[src/qps_pkg.sv]
/*
  Shared constants, encodings and carrier types for the four-pin
  multipurpose port with address-decoded chip-select strobes.
  Assumes a byte-wide special-function register port from the core
  and a 16-bit external data bus with active-low read/write strobes.
*/
package qps_pkg;

  ////////////////////////////////////////////////////////////////////
  // Register addresses
  localparam logic [7:0] SFR_LATCH = 8'hD8;
  localparam logic [7:0] SFR_CFG_LO = 8'hC2;
  localparam logic [7:0] SFR_CFG_HI = 8'hC3;
  // Pin x base high byte at SFR_BASE_FIRST + 2x, low byte one above
  localparam logic [7:0] SFR_BASE_FIRST = 8'hE8;
  localparam logic [7:0] SFR_INVERT = 8'hF8;

  ////////////////////////////////////////////////////////////////////
  // Widths, field positions, reset values
  localparam int NUM_PINS = 4;
  localparam int CFG_FIELD_W = 4;
  localparam int FUN_POS = 2;
  localparam int CMP_POS = 0;
  localparam int IRQ_THREE_PIN = 2;
  localparam int IRQ_TWO_PIN = 3;
  localparam logic [3:0] LATCH_RST = 4'hF;
  localparam logic [3:0] INVERT_RST = 4'h0;
  localparam logic [7:0] CFG_RST = 8'h00;
  localparam logic [15:0] BASE_RST = 16'h0000;
  localparam logic [3:0] PINS_HIGH = 4'hF;

  ////////////////////////////////////////////////////////////////////
  // Function field and compare-length encodings
  typedef enum logic [1:0] {
    MODE_IO = 2'b00,
    MODE_RD = 2'b01,
    MODE_WR = 2'b10,
    MODE_RW = 2'b11
  } qps_mode_t;

  localparam logic [1:0] CMP_FULL = 2'b00;
  localparam logic [1:0] CMP_A1 = 2'b01;
  localparam logic [1:0] CMP_A2 = 2'b10;
  localparam logic [1:0] CMP_HIGH = 2'b11;
  localparam logic [15:0] MASK_FULL = 16'hFFFF;
  localparam logic [15:0] MASK_A1 = 16'hFFFE;
  localparam logic [15:0] MASK_A2 = 16'hFFFC;
  localparam logic [15:0] MASK_HIGH = 16'hFF00;

  ////////////////////////////////////////////////////////////////////
  // Carriers
  typedef struct packed {
    logic [7:0] addr;
    logic wrEn;
    logic rdEn;
    logic [7:0] wrData;
  } qps_sfr_req_t;

  typedef struct packed {
    logic [15:0] addr;
    logic rdN;
    logic wrN;
  } qps_xbus_t;

  typedef struct packed {
    logic [3:0] latch;
    logic [7:0] cfgLo;
    logic [7:0] cfgHi;
    logic [3:0][15:0] base;
    logic [3:0] invert;
    logic [3:0] pinOut;
    logic [3:0] pinOe;
    logic irqTwoN;
    logic irqThreeN;
    logic [7:0] rdData;
  } qps_state_t;

  typedef struct packed {
    logic [3:0] s1;
    logic [3:0] s2;
    logic [3:0] s3;
    logic [3:0] stable;
  } qps_sync_t;

  // Four-bit config nibble of one pin out of {cfgHi, cfgLo}
  function automatic logic [3:0] pinCfg(input logic [15:0] cfg,
                                        input int pin);
    return cfg[pin*CFG_FIELD_W +: CFG_FIELD_W];
  endfunction

endpackage

[src/qps_sync.sv]
/*
  Three-stage synchroniser for the four port pins.
  Assumes pins change asynchronously to clk; a new level is accepted
  once the second and third stages agree.
*/
`timescale 1ns/1ps
module qps_sync (
  // Clock and reset
  input wire logic clk,
  input wire logic sys_rst,
  // Pins and filtered level
  input wire logic [3:0] pinIn,
  output logic [3:0] pinLevel
);

  qps_pkg::qps_sync_t st_q;
  qps_pkg::qps_sync_t st_d;

  always_comb begin
    st_d = st_q;
    st_d.s1 = pinIn;
    st_d.s2 = st_q.s1;
    st_d.s3 = st_q.s2;
    for (int i = 0; i < qps_pkg::NUM_PINS; i++) begin
      if (st_q.s2[i] == st_q.s3[i]) begin
        st_d.stable[i] = st_q.s3[i];
      end
    end
  end

  always_ff @(posedge clk or posedge sys_rst) begin
    if (sys_rst) begin
      st_q <= {4{qps_pkg::PINS_HIGH}};
    end else begin
      st_q <= st_d;
    end
  end

  assign pinLevel = st_q.stable;

endmodule // qps_sync

[src/qps_decode.sv]
/*
  Address decoder for the four chip-select strobes.
  Assumes the external bus fields are on clk and stable while a strobe
  is low; output is combinational and registered by the caller.
*/
`timescale 1ns/1ps
module qps_decode (
  // External data bus
  input qps_pkg::qps_xbus_t xbus,
  // Configuration
  input wire logic [15:0] cfg,
  input wire logic [3:0][15:0] base,
  // Strobe active per pin
  output logic [3:0] hit
);

  function automatic logic addrMatch(input logic [15:0] addr,
                                     input logic [15:0] baseAddr,
                                     input logic [1:0] cmp);
    logic [15:0] mask;
    unique case (cmp)
      qps_pkg::CMP_FULL: mask = qps_pkg::MASK_FULL;
      qps_pkg::CMP_A1: mask = qps_pkg::MASK_A1;
      qps_pkg::CMP_A2: mask = qps_pkg::MASK_A2;
      qps_pkg::CMP_HIGH: mask = qps_pkg::MASK_HIGH;
    endcase
    return ((addr ^ baseAddr) & mask) == 16'h0000;
  endfunction

  always_comb begin
    logic [3:0] c;
    logic m;
    c = 4'h0;
    m = 1'b0;
    hit = 4'h0;
    for (int i = 0; i < qps_pkg::NUM_PINS; i++) begin
      c = qps_pkg::pinCfg(cfg, i);
      m = addrMatch(xbus.addr, base[i], c[1:0]);
      unique case (c[3:2])
        qps_pkg::MODE_IO: hit[i] = 1'b0;
        qps_pkg::MODE_RD: hit[i] = m & ~xbus.rdN;
        // pointer writes in range pulse too
        qps_pkg::MODE_WR: hit[i] = m & ~xbus.wrN;
        qps_pkg::MODE_RW: hit[i] = m & ~(xbus.rdN & xbus.wrN);
      endcase
    end
  end

endmodule // qps_decode

[src/qps_port.sv]
/*
  Four-pin multipurpose port: quasi-bidirectional I/O or decoded
  chip-select strobes following the external data read/write strobes.
  Assumes a same-clock SFR port from the core (write taken on the edge,
  read data one cycle later) and same-clock external bus strobes.
*/
//
// Contract
// - Four-bit port at SFR D8h bits 3..0, each pin configured alone.
// - Mode 0 pin is a quasi-bidirectional I/O bit.
// - In I/O mode pins 2 and 3 feed interrupts three and two.
// - Mode 1 pin strobes with external read at matching address.
// - Mode 2 pin strobes with external write at matching address.
// - Mode 3 pin strobes with read or write at matching address.
// - Each pin has a 16-bit base in high and low byte registers.
// - Two shared control registers hold mode and compare length.
// - Strobes are active low unless the pin's invert bit is 1.
// - Data-pointer write in range pulses a write-strobe pin.
// - Port writes drive only I/O-mode pins; strobe pins keep strobing.
// - Compare length: 00 all, 01 A15-A1, 10 A15-A2, 11 A15-A8.
// - Function field: 00 I/O, 01 read, 10 write, 11 either.
`timescale 1ns/1ps
module qps_port (
  // Clock and reset
  input wire logic clk,
  input wire logic sys_rst,
  // Special-function register port
  input qps_pkg::qps_sfr_req_t sfrReq,
  output logic [7:0] sfrRdData,
  // External data bus from the core
  input qps_pkg::qps_xbus_t xbus,
  // Interrupt enables and pin-fed interrupt levels
  input wire logic irqTwoEn,
  input wire logic irqThreeEn,
  output logic extIrqTwoN,
  output logic extIrqThreeN,
  // Port pins
  input wire logic [3:0] pinIn,
  output logic [3:0] pinOut,
  output logic [3:0] pinOe
);

  localparam qps_pkg::qps_state_t ST_RST = '{
    latch: qps_pkg::LATCH_RST,
    cfgLo: qps_pkg::CFG_RST,
    cfgHi: qps_pkg::CFG_RST,
    base: {4{qps_pkg::BASE_RST}},
    invert: qps_pkg::INVERT_RST,
    pinOut: qps_pkg::PINS_HIGH,
    pinOe: 4'h0,
    irqTwoN: 1'b1,
    irqThreeN: 1'b1,
    rdData: 8'h00
  };

  qps_pkg::qps_state_t st_q;
  qps_pkg::qps_state_t st_d;
  logic [3:0] pinLevel;
  logic [3:0] hit;
  logic [15:0] cfgAll;

  function automatic logic [7:0] baseHiAddr(input int pin);
    return qps_pkg::SFR_BASE_FIRST + 8'(2 * pin);
  endfunction

  assign cfgAll = {st_q.cfgHi, st_q.cfgLo};

  ////////////////////////////////////////////////////////////////////
  // Helpers

  qps_sync u_sync (
    .clk(clk),
    .sys_rst(sys_rst),
    .pinIn(pinIn),
    .pinLevel(pinLevel)
  );

  qps_decode u_decode (
    .xbus(xbus),
    .cfg(cfgAll),
    .base(st_q.base),
    .hit(hit)
  );

  ////////////////////////////////////////////////////////////////////
  // Next state

  always_comb begin
    logic [3:0] c;
    st_d = st_q;
    c = 4'h0;
    // Register writes
    if (sfrReq.wrEn) begin
      if (sfrReq.addr == qps_pkg::SFR_LATCH) begin
        st_d.latch = sfrReq.wrData[3:0];
      end
      if (sfrReq.addr == qps_pkg::SFR_CFG_LO) begin
        st_d.cfgLo = sfrReq.wrData;
      end
      if (sfrReq.addr == qps_pkg::SFR_CFG_HI) begin
        st_d.cfgHi = sfrReq.wrData;
      end
      if (sfrReq.addr == qps_pkg::SFR_INVERT) begin
        st_d.invert = sfrReq.wrData[3:0];
      end
      for (int i = 0; i < qps_pkg::NUM_PINS; i++) begin
        if (sfrReq.addr == baseHiAddr(i)) begin
          st_d.base[i][15:8] = sfrReq.wrData;
        end
        if (sfrReq.addr == baseHiAddr(i) + 8'h01) begin
          st_d.base[i][7:0] = sfrReq.wrData;
        end
      end
    end
    // Register reads; the port reads pin levels, unused bits are zero
    if (sfrReq.rdEn) begin
      st_d.rdData = 8'h00;
      if (sfrReq.addr == qps_pkg::SFR_LATCH) begin
        st_d.rdData = {4'h0, pinLevel};
      end
      if (sfrReq.addr == qps_pkg::SFR_CFG_LO) begin
        st_d.rdData = st_q.cfgLo;
      end
      if (sfrReq.addr == qps_pkg::SFR_CFG_HI) begin
        st_d.rdData = st_q.cfgHi;
      end
      if (sfrReq.addr == qps_pkg::SFR_INVERT) begin
        st_d.rdData = {4'h0, st_q.invert};
      end
      for (int i = 0; i < qps_pkg::NUM_PINS; i++) begin
        if (sfrReq.addr == baseHiAddr(i)) begin
          st_d.rdData = st_q.base[i][15:8];
        end
        if (sfrReq.addr == baseHiAddr(i) + 8'h01) begin
          st_d.rdData = st_q.base[i][7:0];
        end
      end
    end
    // Pin drivers
    for (int i = 0; i < qps_pkg::NUM_PINS; i++) begin
      c = qps_pkg::pinCfg(cfgAll, i);
      if (c[3:2] == qps_pkg::MODE_IO) begin
        // quasi-bidirectional: drive low, release for high
        st_d.pinOut[i] = st_q.latch[i];
        st_d.pinOe[i] = ~st_q.latch[i];
      end else begin
        st_d.pinOut[i] = st_q.invert[i] ? hit[i] : ~hit[i];
        st_d.pinOe[i] = 1'b1;
      end
    end
    // pins 2 and 3 feed the external interrupts
    c = qps_pkg::pinCfg(cfgAll, qps_pkg::IRQ_THREE_PIN);
    st_d.irqThreeN = (c[3:2] == qps_pkg::MODE_IO && irqThreeEn) ?
                     pinLevel[qps_pkg::IRQ_THREE_PIN] : 1'b1;
    c = qps_pkg::pinCfg(cfgAll, qps_pkg::IRQ_TWO_PIN);
    st_d.irqTwoN = (c[3:2] == qps_pkg::MODE_IO && irqTwoEn) ?
                   pinLevel[qps_pkg::IRQ_TWO_PIN] : 1'b1;
  end

  always_ff @(posedge clk or posedge sys_rst) begin
    if (sys_rst) begin
      st_q <= ST_RST;
    end else begin
      st_q <= st_d;
    end
  end

  assign sfrRdData = st_q.rdData;
  assign pinOut = st_q.pinOut;
  assign pinOe = st_q.pinOe;
  assign extIrqTwoN = st_q.irqTwoN;
  assign extIrqThreeN = st_q.irqThreeN;

  ////////////////////////////////////////////////////////////////////
  // Checks

  logic [3:0] cfgP0;
  logic [3:0] cfgP2;
  logic [3:0] cfgP3;
  assign cfgP0 = qps_pkg::pinCfg(cfgAll, 0);
  assign cfgP2 = qps_pkg::pinCfg(cfgAll, qps_pkg::IRQ_THREE_PIN);
  assign cfgP3 = qps_pkg::pinCfg(cfgAll, qps_pkg::IRQ_TWO_PIN);

  a_latch_write: assert property (
    @(posedge clk) disable iff (sys_rst)
    sfrReq.wrEn && sfrReq.addr == qps_pkg::SFR_LATCH
    |=> st_q.latch == $past(sfrReq.wrData[3:0]))
    else $error("port latch did not take written value");

  a_io_drive: assert property (
    @(posedge clk) disable iff (sys_rst)
    cfgP0[3:2] == qps_pkg::MODE_IO
    |=> pinOe[0] == ~$past(st_q.latch[0]) &&
        pinOut[0] == $past(st_q.latch[0]))
    else $error("I/O pin drive does not follow latch");

  a_irq_three: assert property (
    @(posedge clk) disable iff (sys_rst)
    cfgP2[3:2] == qps_pkg::MODE_IO && irqThreeEn
    |=> extIrqThreeN == $past(pinLevel[qps_pkg::IRQ_THREE_PIN]))
    else $error("interrupt three does not follow pin 2");

  a_rd_strobe: assert property (
    @(posedge clk) disable iff (sys_rst)
    cfgP0[3:2] == qps_pkg::MODE_RD && xbus.rdN
    |=> pinOut[0] == ~$past(st_q.invert[0]) && pinOe[0])
    else $error("read strobe active without read");

  a_wr_pulse: assert property (
    @(posedge clk) disable iff (sys_rst)
    cfgP0 == {qps_pkg::MODE_WR, qps_pkg::CMP_FULL} &&
    xbus.addr == st_q.base[0] && !xbus.wrN
    |=> pinOut[0] == $past(st_q.invert[0]))
    else $error("write strobe missing on matching write");

  a_rw_idle: assert property (
    @(posedge clk) disable iff (sys_rst)
    cfgP0[3:2] == qps_pkg::MODE_RW && xbus.rdN && xbus.wrN
    |=> pinOut[0] == ~$past(st_q.invert[0]))
    else $error("read/write strobe active while bus idle");

  a_cfg_write: assert property (
    @(posedge clk) disable iff (sys_rst)
    sfrReq.wrEn && sfrReq.addr == qps_pkg::SFR_CFG_HI
    |=> st_q.cfgHi == $past(sfrReq.wrData))
    else $error("control register write lost");

  a_base_write: assert property (
    @(posedge clk) disable iff (sys_rst)
    sfrReq.wrEn && sfrReq.addr == qps_pkg::SFR_BASE_FIRST
    |=> st_q.base[0][15:8] == $past(sfrReq.wrData))
    else $error("base high byte write lost");

  a_strobe_keep: assert property (
    @(posedge clk) disable iff (sys_rst)
    cfgP0[3:2] != qps_pkg::MODE_IO ##1
    cfgP0[3:2] != qps_pkg::MODE_IO |-> pinOe[0])
    else $error("strobe pin released by port write");

  a_high_cmp: assert property (
    @(posedge clk) disable iff (sys_rst)
    cfgP0 == {qps_pkg::MODE_RD, qps_pkg::CMP_HIGH} &&
    xbus.addr[15:8] == st_q.base[0][15:8] && !xbus.rdN
    |=> pinOut[0] == $past(st_q.invert[0]))
    else $error("high-byte compare failed to match");

  a_wr_idle: assert property (
    @(posedge clk) disable iff (sys_rst)
    cfgP0[3:2] == qps_pkg::MODE_WR && xbus.wrN
    |=> pinOut[0] == ~$past(st_q.invert[0]) && pinOe[0])
    else $error("write strobe active without write");

  a_rd_match: assert property (
    @(posedge clk) disable iff (sys_rst)
    cfgP0 == {qps_pkg::MODE_RD, qps_pkg::CMP_FULL} &&
    xbus.addr == st_q.base[0] && !xbus.rdN
    |=> pinOut[0] == $past(st_q.invert[0]))
    else $error("read strobe missing on matching read");

  a_rw_match: assert property (
    @(posedge clk) disable iff (sys_rst)
    cfgP0 == {qps_pkg::MODE_RW, qps_pkg::CMP_FULL} &&
    xbus.addr == st_q.base[0] && !(xbus.rdN && xbus.wrN)
    |=> pinOut[0] == $past(st_q.invert[0]))
    else $error("read/write strobe missing on matching access");

  a_lsb_mask: assert property (
    @(posedge clk) disable iff (sys_rst)
    cfgP0 == {qps_pkg::MODE_WR, qps_pkg::CMP_A1} &&
    xbus.addr[15:1] == st_q.base[0][15:1] && !xbus.wrN
    |=> pinOut[0] == $past(st_q.invert[0]))
    else $error("bit-zero-masked compare failed to match");

  a_range_miss: assert property (
    @(posedge clk) disable iff (sys_rst)
    cfgP0 == {qps_pkg::MODE_WR, qps_pkg::CMP_A2} &&
    xbus.addr[15:2] != st_q.base[0][15:2]
    |=> pinOut[0] == ~$past(st_q.invert[0]))
    else $error("strobe active outside its address range");

  a_irq_gate: assert property (
    @(posedge clk) disable iff (sys_rst)
    cfgP2[3:2] != qps_pkg::MODE_IO || !irqThreeEn
    |=> extIrqThreeN)
    else $error("interrupt three fed while pin 2 not in I/O mode");

  a_irq_two: assert property (
    @(posedge clk) disable iff (sys_rst)
    cfgP3[3:2] == qps_pkg::MODE_IO && irqTwoEn
    |=> extIrqTwoN == $past(pinLevel[qps_pkg::IRQ_TWO_PIN]))
    else $error("interrupt two does not follow pin 3");

  a_port_read: assert property (
    @(posedge clk) disable iff (sys_rst)
    sfrReq.rdEn && sfrReq.addr == qps_pkg::SFR_LATCH
    |=> sfrRdData == {4'h0, $past(pinLevel)})
    else $error("port read does not return pin levels");

  a_invert_write: assert property (
    @(posedge clk) disable iff (sys_rst)
    sfrReq.wrEn && sfrReq.addr == qps_pkg::SFR_INVERT
    |=> st_q.invert == $past(sfrReq.wrData[3:0]))
    else $error("polarity register write lost");

endmodule // qps_port

[config.mk]
export PLATFORM = sky130hd
export DESIGN_NAME = qps_port
export DESIGN_NICKNAME = d
export VERILOG_FILES = /design/src/qps_pkg.sv /design/src/qps_sync.sv /design/src/qps_decode.sv /design/src/qps_port.sv
export SDC_FILE = /design/constraint.sdc
export NUM_CORES = 1
export LEC_CHECK = 0
export BUFFER_PORTS_ARGS = -buffer_cell sky130_fd_sc_hd__buf_2
export CAP_MARGIN = 20
export CORE_UTILIZATION = 35
export DETAILED_ROUTE_END_ITERATION = 10
export SLEW_MARGIN = 0
export SYNTH_ARGS = -nofsm -noshare
export SYNTH_HDL_FRONTEND = slang
export SYNTH_SLANG_ARGS = --single-unit
[constraint.sdc]
create_clock -name clk -period 3.9 [get_ports clk]
set_clock_uncertainty 0.2 [all_clocks]
set_input_delay 0.585 -clock clk [delete_from_list [all_inputs] [get_ports clk]]
set_output_delay 0.585 -clock clk [all_outputs]
set_load 0.05 [all_outputs]
# ---- Word level (Yosys, flattened, before mapping)
# Cells that the tools add are included.
dict set report op_classes {
  bitwise 32
  mux 34
  reduce_logical 26
  eq_ne 40
}
# cell count
set ops {}
lappend ops {{$pmux 16 s4} 4}
lappend ops {{$eq 8x8->1 const B} 12}
lappend ops {{$mux 8} 11}
lappend ops {{$and 16x16->16} 4}
lappend ops {{$logic_not 16->1} 4}
lappend ops {{$xor 16x16->16} 4}
lappend ops {{$eq 2x2->1 const B} 16}
lappend ops {{$reduce_and 2->1} 12}
lappend ops {{$eq 2x1->1 const B} 8}
lappend ops {{$logic_not 2->1} 8}
lappend ops {{$pmux 1 s4} 4}
lappend ops {{$mux 1} 14}
lappend ops {{$and 1x1->1} 13}
lappend ops {{$not 1->1} 11}
lappend ops {{$eq 1x1->1} 4}
lappend ops {{$mux 4} 1}
lappend ops {{$logic_and 1x1->1} 2}
dict set report word_totals {
  input_bits 44
  register_bits 122
}

# ---- Logic depth before layout (Yosys ltp)
dict set report logic_depth {
  word_depth 13
  mapped_depth 8
  depth_no_buf 5
}

# ---- Cells and area by module
# Synthesis repeated with hierarchy kept, for this count alone.
dict set report hier_totals {
  cells_unflattened 547
  hier_area_um2 6561.3
}
# mod seq_area_each_um2 cells_per_inst area_each_um2 instances
set by_module_without_submodules {}
lappend by_module_without_submodules {qps_port 2665.1 416 5156.2 1}
lappend by_module_without_submodules {qps_decode 0.0 106 905.9 1}
lappend by_module_without_submodules {qps_sync 420.4 25 499.2 1}

# ---- Worst setup path before layout
# No wires, ideal clock.
dict set report synth_path {
  kind {in2reg}
  start {input port sfrReq[11] in the netlist's numbering}
  end {register st_q[46] in the netlist's numbering}
  t_arrival_ns 1.778
  path_buffers 2
  cell_stages 6
  path_slack_ns 1.797
  setup_time_ns 0.125
  cell_sequence {buf_4 buf_6 nor2b_1 nand2_1 nor2_2 mux2_2}
}
dict set report synth_via {
  elab_chain_len 2
}
# item line
set synth_rtl {}
lappend synth_rtl {{start, declared} qps_port.sv:28} ;# input qps_pkg::qps_sfr_req_t sfrReq,
lappend synth_rtl {{$eq 8x8->1} qps_port.sv:107} ;# if (sfrReq.addr == baseHiAddr(i)) begin
lappend synth_rtl {{$reduce_and 2->1 (no source line)} --}
lappend synth_rtl {{end signal, assigned} qps_port.sv:164} ;# st_q <= st_d;
lappend synth_rtl {{end, declared} qps_port.sv:56} ;# qps_pkg::qps_state_t st_q;
# No other way between the ends.
# A chain may end at the register's enable or synchronous reset.

# ---- Worst setup path after layout
dict set report layout_path {
  start {input port sfrReq[11] in the netlist's numbering}
  end {register st_q, in the netlist sfrRdData[2]}
}
dict set report layout_via {
  elab_chain_len 13
  word_cells_on_any_way 24
  cone_classes {eq/ne: 12; mux: 12}
}
# item line
set layout_rtl {}
lappend layout_rtl {{$eq 8x8->1} qps_port.sv:118} ;# if (sfrReq.addr == qps_pkg::SFR_LATCH) begin
lappend layout_rtl {{$mux 4} qps_port.sv:118}
lappend layout_rtl {{$mux 8} qps_port.sv:121} ;# if (sfrReq.addr == qps_pkg::SFR_CFG_LO) begin
lappend layout_rtl {{$mux 8} qps_port.sv:124} ;# if (sfrReq.addr == qps_pkg::SFR_CFG_HI) begin
lappend layout_rtl {{$mux 8} qps_port.sv:127} ;# if (sfrReq.addr == qps_pkg::SFR_INVERT) begin
lappend layout_rtl {{$mux 8} qps_port.sv:131} ;# if (sfrReq.addr == baseHiAddr(i)) begin
lappend layout_rtl {{$mux 8} qps_port.sv:134} ;# if (sfrReq.addr == baseHiAddr(i) + 8'h01) begin
lappend layout_rtl {{$mux 8} qps_port.sv:131}
lappend layout_rtl {{$mux 8} qps_port.sv:134}
lappend layout_rtl {{$mux 8} qps_port.sv:131}
lappend layout_rtl {{$mux 8} qps_port.sv:134}
lappend layout_rtl {{$mux 8} qps_port.sv:131}
lappend layout_rtl {{$mux 8 *} qps_port.sv:134}
# Mark *: on every way between the ends. The rest lies on a longest branch, timed or not.

==> reports/metrics.sh <==
STATUS='complete, but fails checks'
VIOLATED_CHECKS='DRC'
CP.ARRIVAL_NS=2.72
GRT_OVERFLOW_TOTAL=0
CRITICAL_PATH.MAX_FANOUT=42
POWER.DENSITY_nW_PER_UM2=468.3
CRITICAL_PATH.STARTPOINT_TYPE='primary input'
FINAL_CELL_AREA_SQ_UM=7517
YS_WARN_COUNT=0
UTILIZATION_PCT=41.56
ACHIEVABLE-FREQUENCY_GHz=0.3787
CORE-AREA_SQ_UM=18090
SYNTH-MAIN-FF-CELL='sky130_fd_sc_hd__dfrtp_1'
SYNTH.LIB_CELLS_USED.DISTINCT=60
FIN_CRIT_NS=2.641
ROUTE.DETAILED.WL_PER_INST_UM=22.09
POWER.IR.VDD_WORST_uV=248.0
ROUTED-VIA-COUNT=4571
CTS-ROOT-BUF='sky130_fd_sc_hd__clkbuf_16'
DR.PASS1.ITERS=8
DIEHEIGHT_UM=138.2
SLEW_MARGIN_REL_PCT=33.23
ANTENNA_VIOLATIONS_BEFORE_REPAIR=0
WORSTSETUPPATHTYPE='in -> reg'
MIN_DELAY_PATH_DEPTH=1
WL_UM=18180
FIN_NETS=625
FIRST_ITER_VIOLATIONS=339
WORST_SKEW_PAIR.LATE_LATENCY_NS=0.42
TIMING.CRITICAL_PATH.REQUIRED_NS=3.98
GRT.TOTAL_USAGE_PCT=20.26
CTSHTREEMAXLEVEL=4
POSTPLACECELLAREA_SQ_UM=6865
CTSRESIZECOUNT=0
DETAIL_ROUTE.DRC_VIOLATIONS=12
REG2REGPATHDEPTH=5
CLK_TRANSITION_REPORTED_PATHS_NS=0.05
CTS_HOLD_REPAIR.BUFFERS=0
WORSTSETUPENDPOINTTYPE='flop'
FINAL_COMMON_CELL='sky130_fd_sc_hd__dfrtp_1'
FLOORPLAN.DIE.WIDTH_UM=138.2
SYNTH_AREA_PER_CELL_SQ_UM=12.02
FLOORPLAN.INITIALDENSITY_PCT=35.90
FP.DIEAREA_SQ_UM=19100
SLEW_VIOL_FINAL=0
RSZ0062_AT_GRT='false'
GP_CONGESTION=0.8907
CTS_TREE='built'
ASR_FLOP_RATIO_SYNTH_PCT=100.0
CTS-ROOT-TO-SINK-BUFFERS=2
SEQ_AREA_FRAC_SYNTH_PCT=47.52
TIMING_WORST_SLEW_PIN_VALUE_NS=1.002
ROW_COUNT=49
SYNTHESIS.AREA_SQ_UM=6492
SYN-INSTANCE-COUNT=540
FIRST_PASS_GRT_WIRE_LENGTH_UM=28890
FLOW.AREA_GROWTH_FROM_SYNTHESIS_PCT=15.78
PORT_BUFFERS=61
HOLD_VIOL=0
FINAL-SETUP-VIOL-COUNT=0
CTS.REPAIR_TIMING.SETUP_BUFFER_COUNT=0
SYNTH-SEQ-CELLS=122
FINAL_LAYOUT_SIZE_SUFFIX_GT1_SHARE_PCT=40.74
FINAL_CELL_MIX='sky130_fd_sc_hd__dfrtp_1, sky130_fd_sc_hd__mux2_2, sky130_fd_sc_hd__buf_2, sky130_fd_sc_hd__xor2_1, sky130_fd_sc_hd__dfstp_2'
TOTALNEGATIVESETUPSLACK_NS=0
LAYOUT_WORST_PATH_CYCLE_SHARE_PCT=67.72
LEAKAGE_nW=3.473
MAXCAPVIOLATIONS=0
CTS-BUFFERS-INSERTED=17
GRT_START_MAX_NET_PINS=85
DIODES_INSERTED=0
POST-DP-HPWL_UM=13360
CTS.SINK_COUNT=122
DETAIL_ROUTE.VIAS_PER_CELL=5.554
FIRST_GLOBAL_VIAS=4783
SYNTH_NETS=584
ANTENNA_VIOLATING_NETS_POST_ROUTE=0
BOUNDARYPINS=62
HP-CLASS='in -> reg'
SYNTH_EDF_COUNT=0
kinds of logic (layout without fill, tap and decap cells):
logic type / after synthesis / in the layout / share of synthesized area [%]
simple gates: 116 / 116 / 10.75
fa+ha+maj: 4 / 4 / 0.6167
flops: 122 / 122 / 47.52
compound gates: 74 / 74 / 8.210
mux: 111 / 111 / 19.89
xor+xnor: 64 / 64 / 8.634
buf+inv: 49 / 103 / 4.375
cell usage after synthesis (7+ instances only):
cell / n / share of area, %
sky130_fd_sc_hd__nand2_1: 22 / 1.3
sky130_fd_sc_hd__a31oi_1: 9 / 0.87
sky130_fd_sc_hd__o22ai_1: 16 / 1.5
sky130_fd_sc_hd__nor2_1: 23 / 1.3
sky130_fd_sc_hd__mux2_2: 94 / 16
sky130_fd_sc_hd__dfstp_2: 26 / 11
sky130_fd_sc_hd__o21ai_0: 8 / 0.62
sky130_fd_sc_hd__xor2_1: 60 / 8.1
sky130_fd_sc_hd__nand3_1: 12 / 0.93
sky130_fd_sc_hd__dfrtp_1: 96 / 37
sky130_fd_sc_hd__nor4_1: 14 / 1.3
sky130_fd_sc_hd__clkbuf_1: 7 / 0.40
sky130_fd_sc_hd__a21oi_1: 9 / 0.69
sky130_fd_sc_hd__mux2i_1: 12 / 1.9
sky130_fd_sc_hd__buf_4: 23 / 2.7
sky130_fd_sc_hd__inv_1: 7 / 0.40
worst paths after layout:
kind	end	slack [ns]	from
max reg2reg	pinOut[2]	1.47	st_q[59]
min reg2reg	u_sync.st_d[5]	0.16	u_sync.st_d[9]
max in group asynchronous	cfgAll[9]	2.46	sys_rst
max	sfrRdData[2]	1.26	sfrReq[11]
min in group asynchronous	pinOe[3]	0.13	sys_rst
min	u_sync.st_d[11]	0.06	pinIn[3]
registers in the layout (all words and copies together), names as in the netlist, 4 cells and up:
name	cells
cfgAll	16
pinOut	4
u_sync.st_d	8
u_sync.pinLevel	4
u_sync.st_q	4
st_q	72
sfrRdData	8
pinOe	4
worst max-delay path, stage by stage:
cell and delay, ns:
sky130_fd_sc_hd__buf_2 0.72, sky130_fd_sc_hd__nand2_2 0.34, sky130_fd_sc_hd__or3_4 0.44, sky130_fd_sc_hd__o22ai_1 0.21, sky130_fd_sc_hd__a311o_1 0.24, sky130_fd_sc_hd__a41oi_2 0.13
per-stage QoR:
step	hold slack [ns]	instances	total power [W]	setup WS (ns)
2_1_floorplan	0.1452	540	0.001681	1.639
3_3_place_gp	0.1464	791	0.001790	0.9107
3_5_place_dp	0.1484	791	0.001798	0.9052
4_1_cts	0.04529	823	0.003551	1.349
5_1_grt	0.04406	823	0.003653	1.186
6_report	0.06203	823	0.003520	1.259
where the power goes:
part / internal [W] / switching [W]
sequential: 0.00135 / 0.0000617
clock: 0.00117 / 0.000575
combinational: 0.000135 / 0.000233
routing by layer:
metal  routed length (um)  share of wire [%]  GRT usage [%]
met1                 8032                 44          27.45
met2                 8566                 47          32.04
met3                 1118                6.1          4.053
met4                  465                2.6          7.806
met5                    0                  0              0
layout make-up:
class	instances	area (sq um)
fillers	1679	10570
flip-flops and latches	122	3085
clock buffers	21	460.4
repair buffers	64	340.3
multi-input cells	369	3123
well taps	229	286.5
clock inverters	11	191.4
inverters	7	30.03
(Power assumes the default switching activity.)
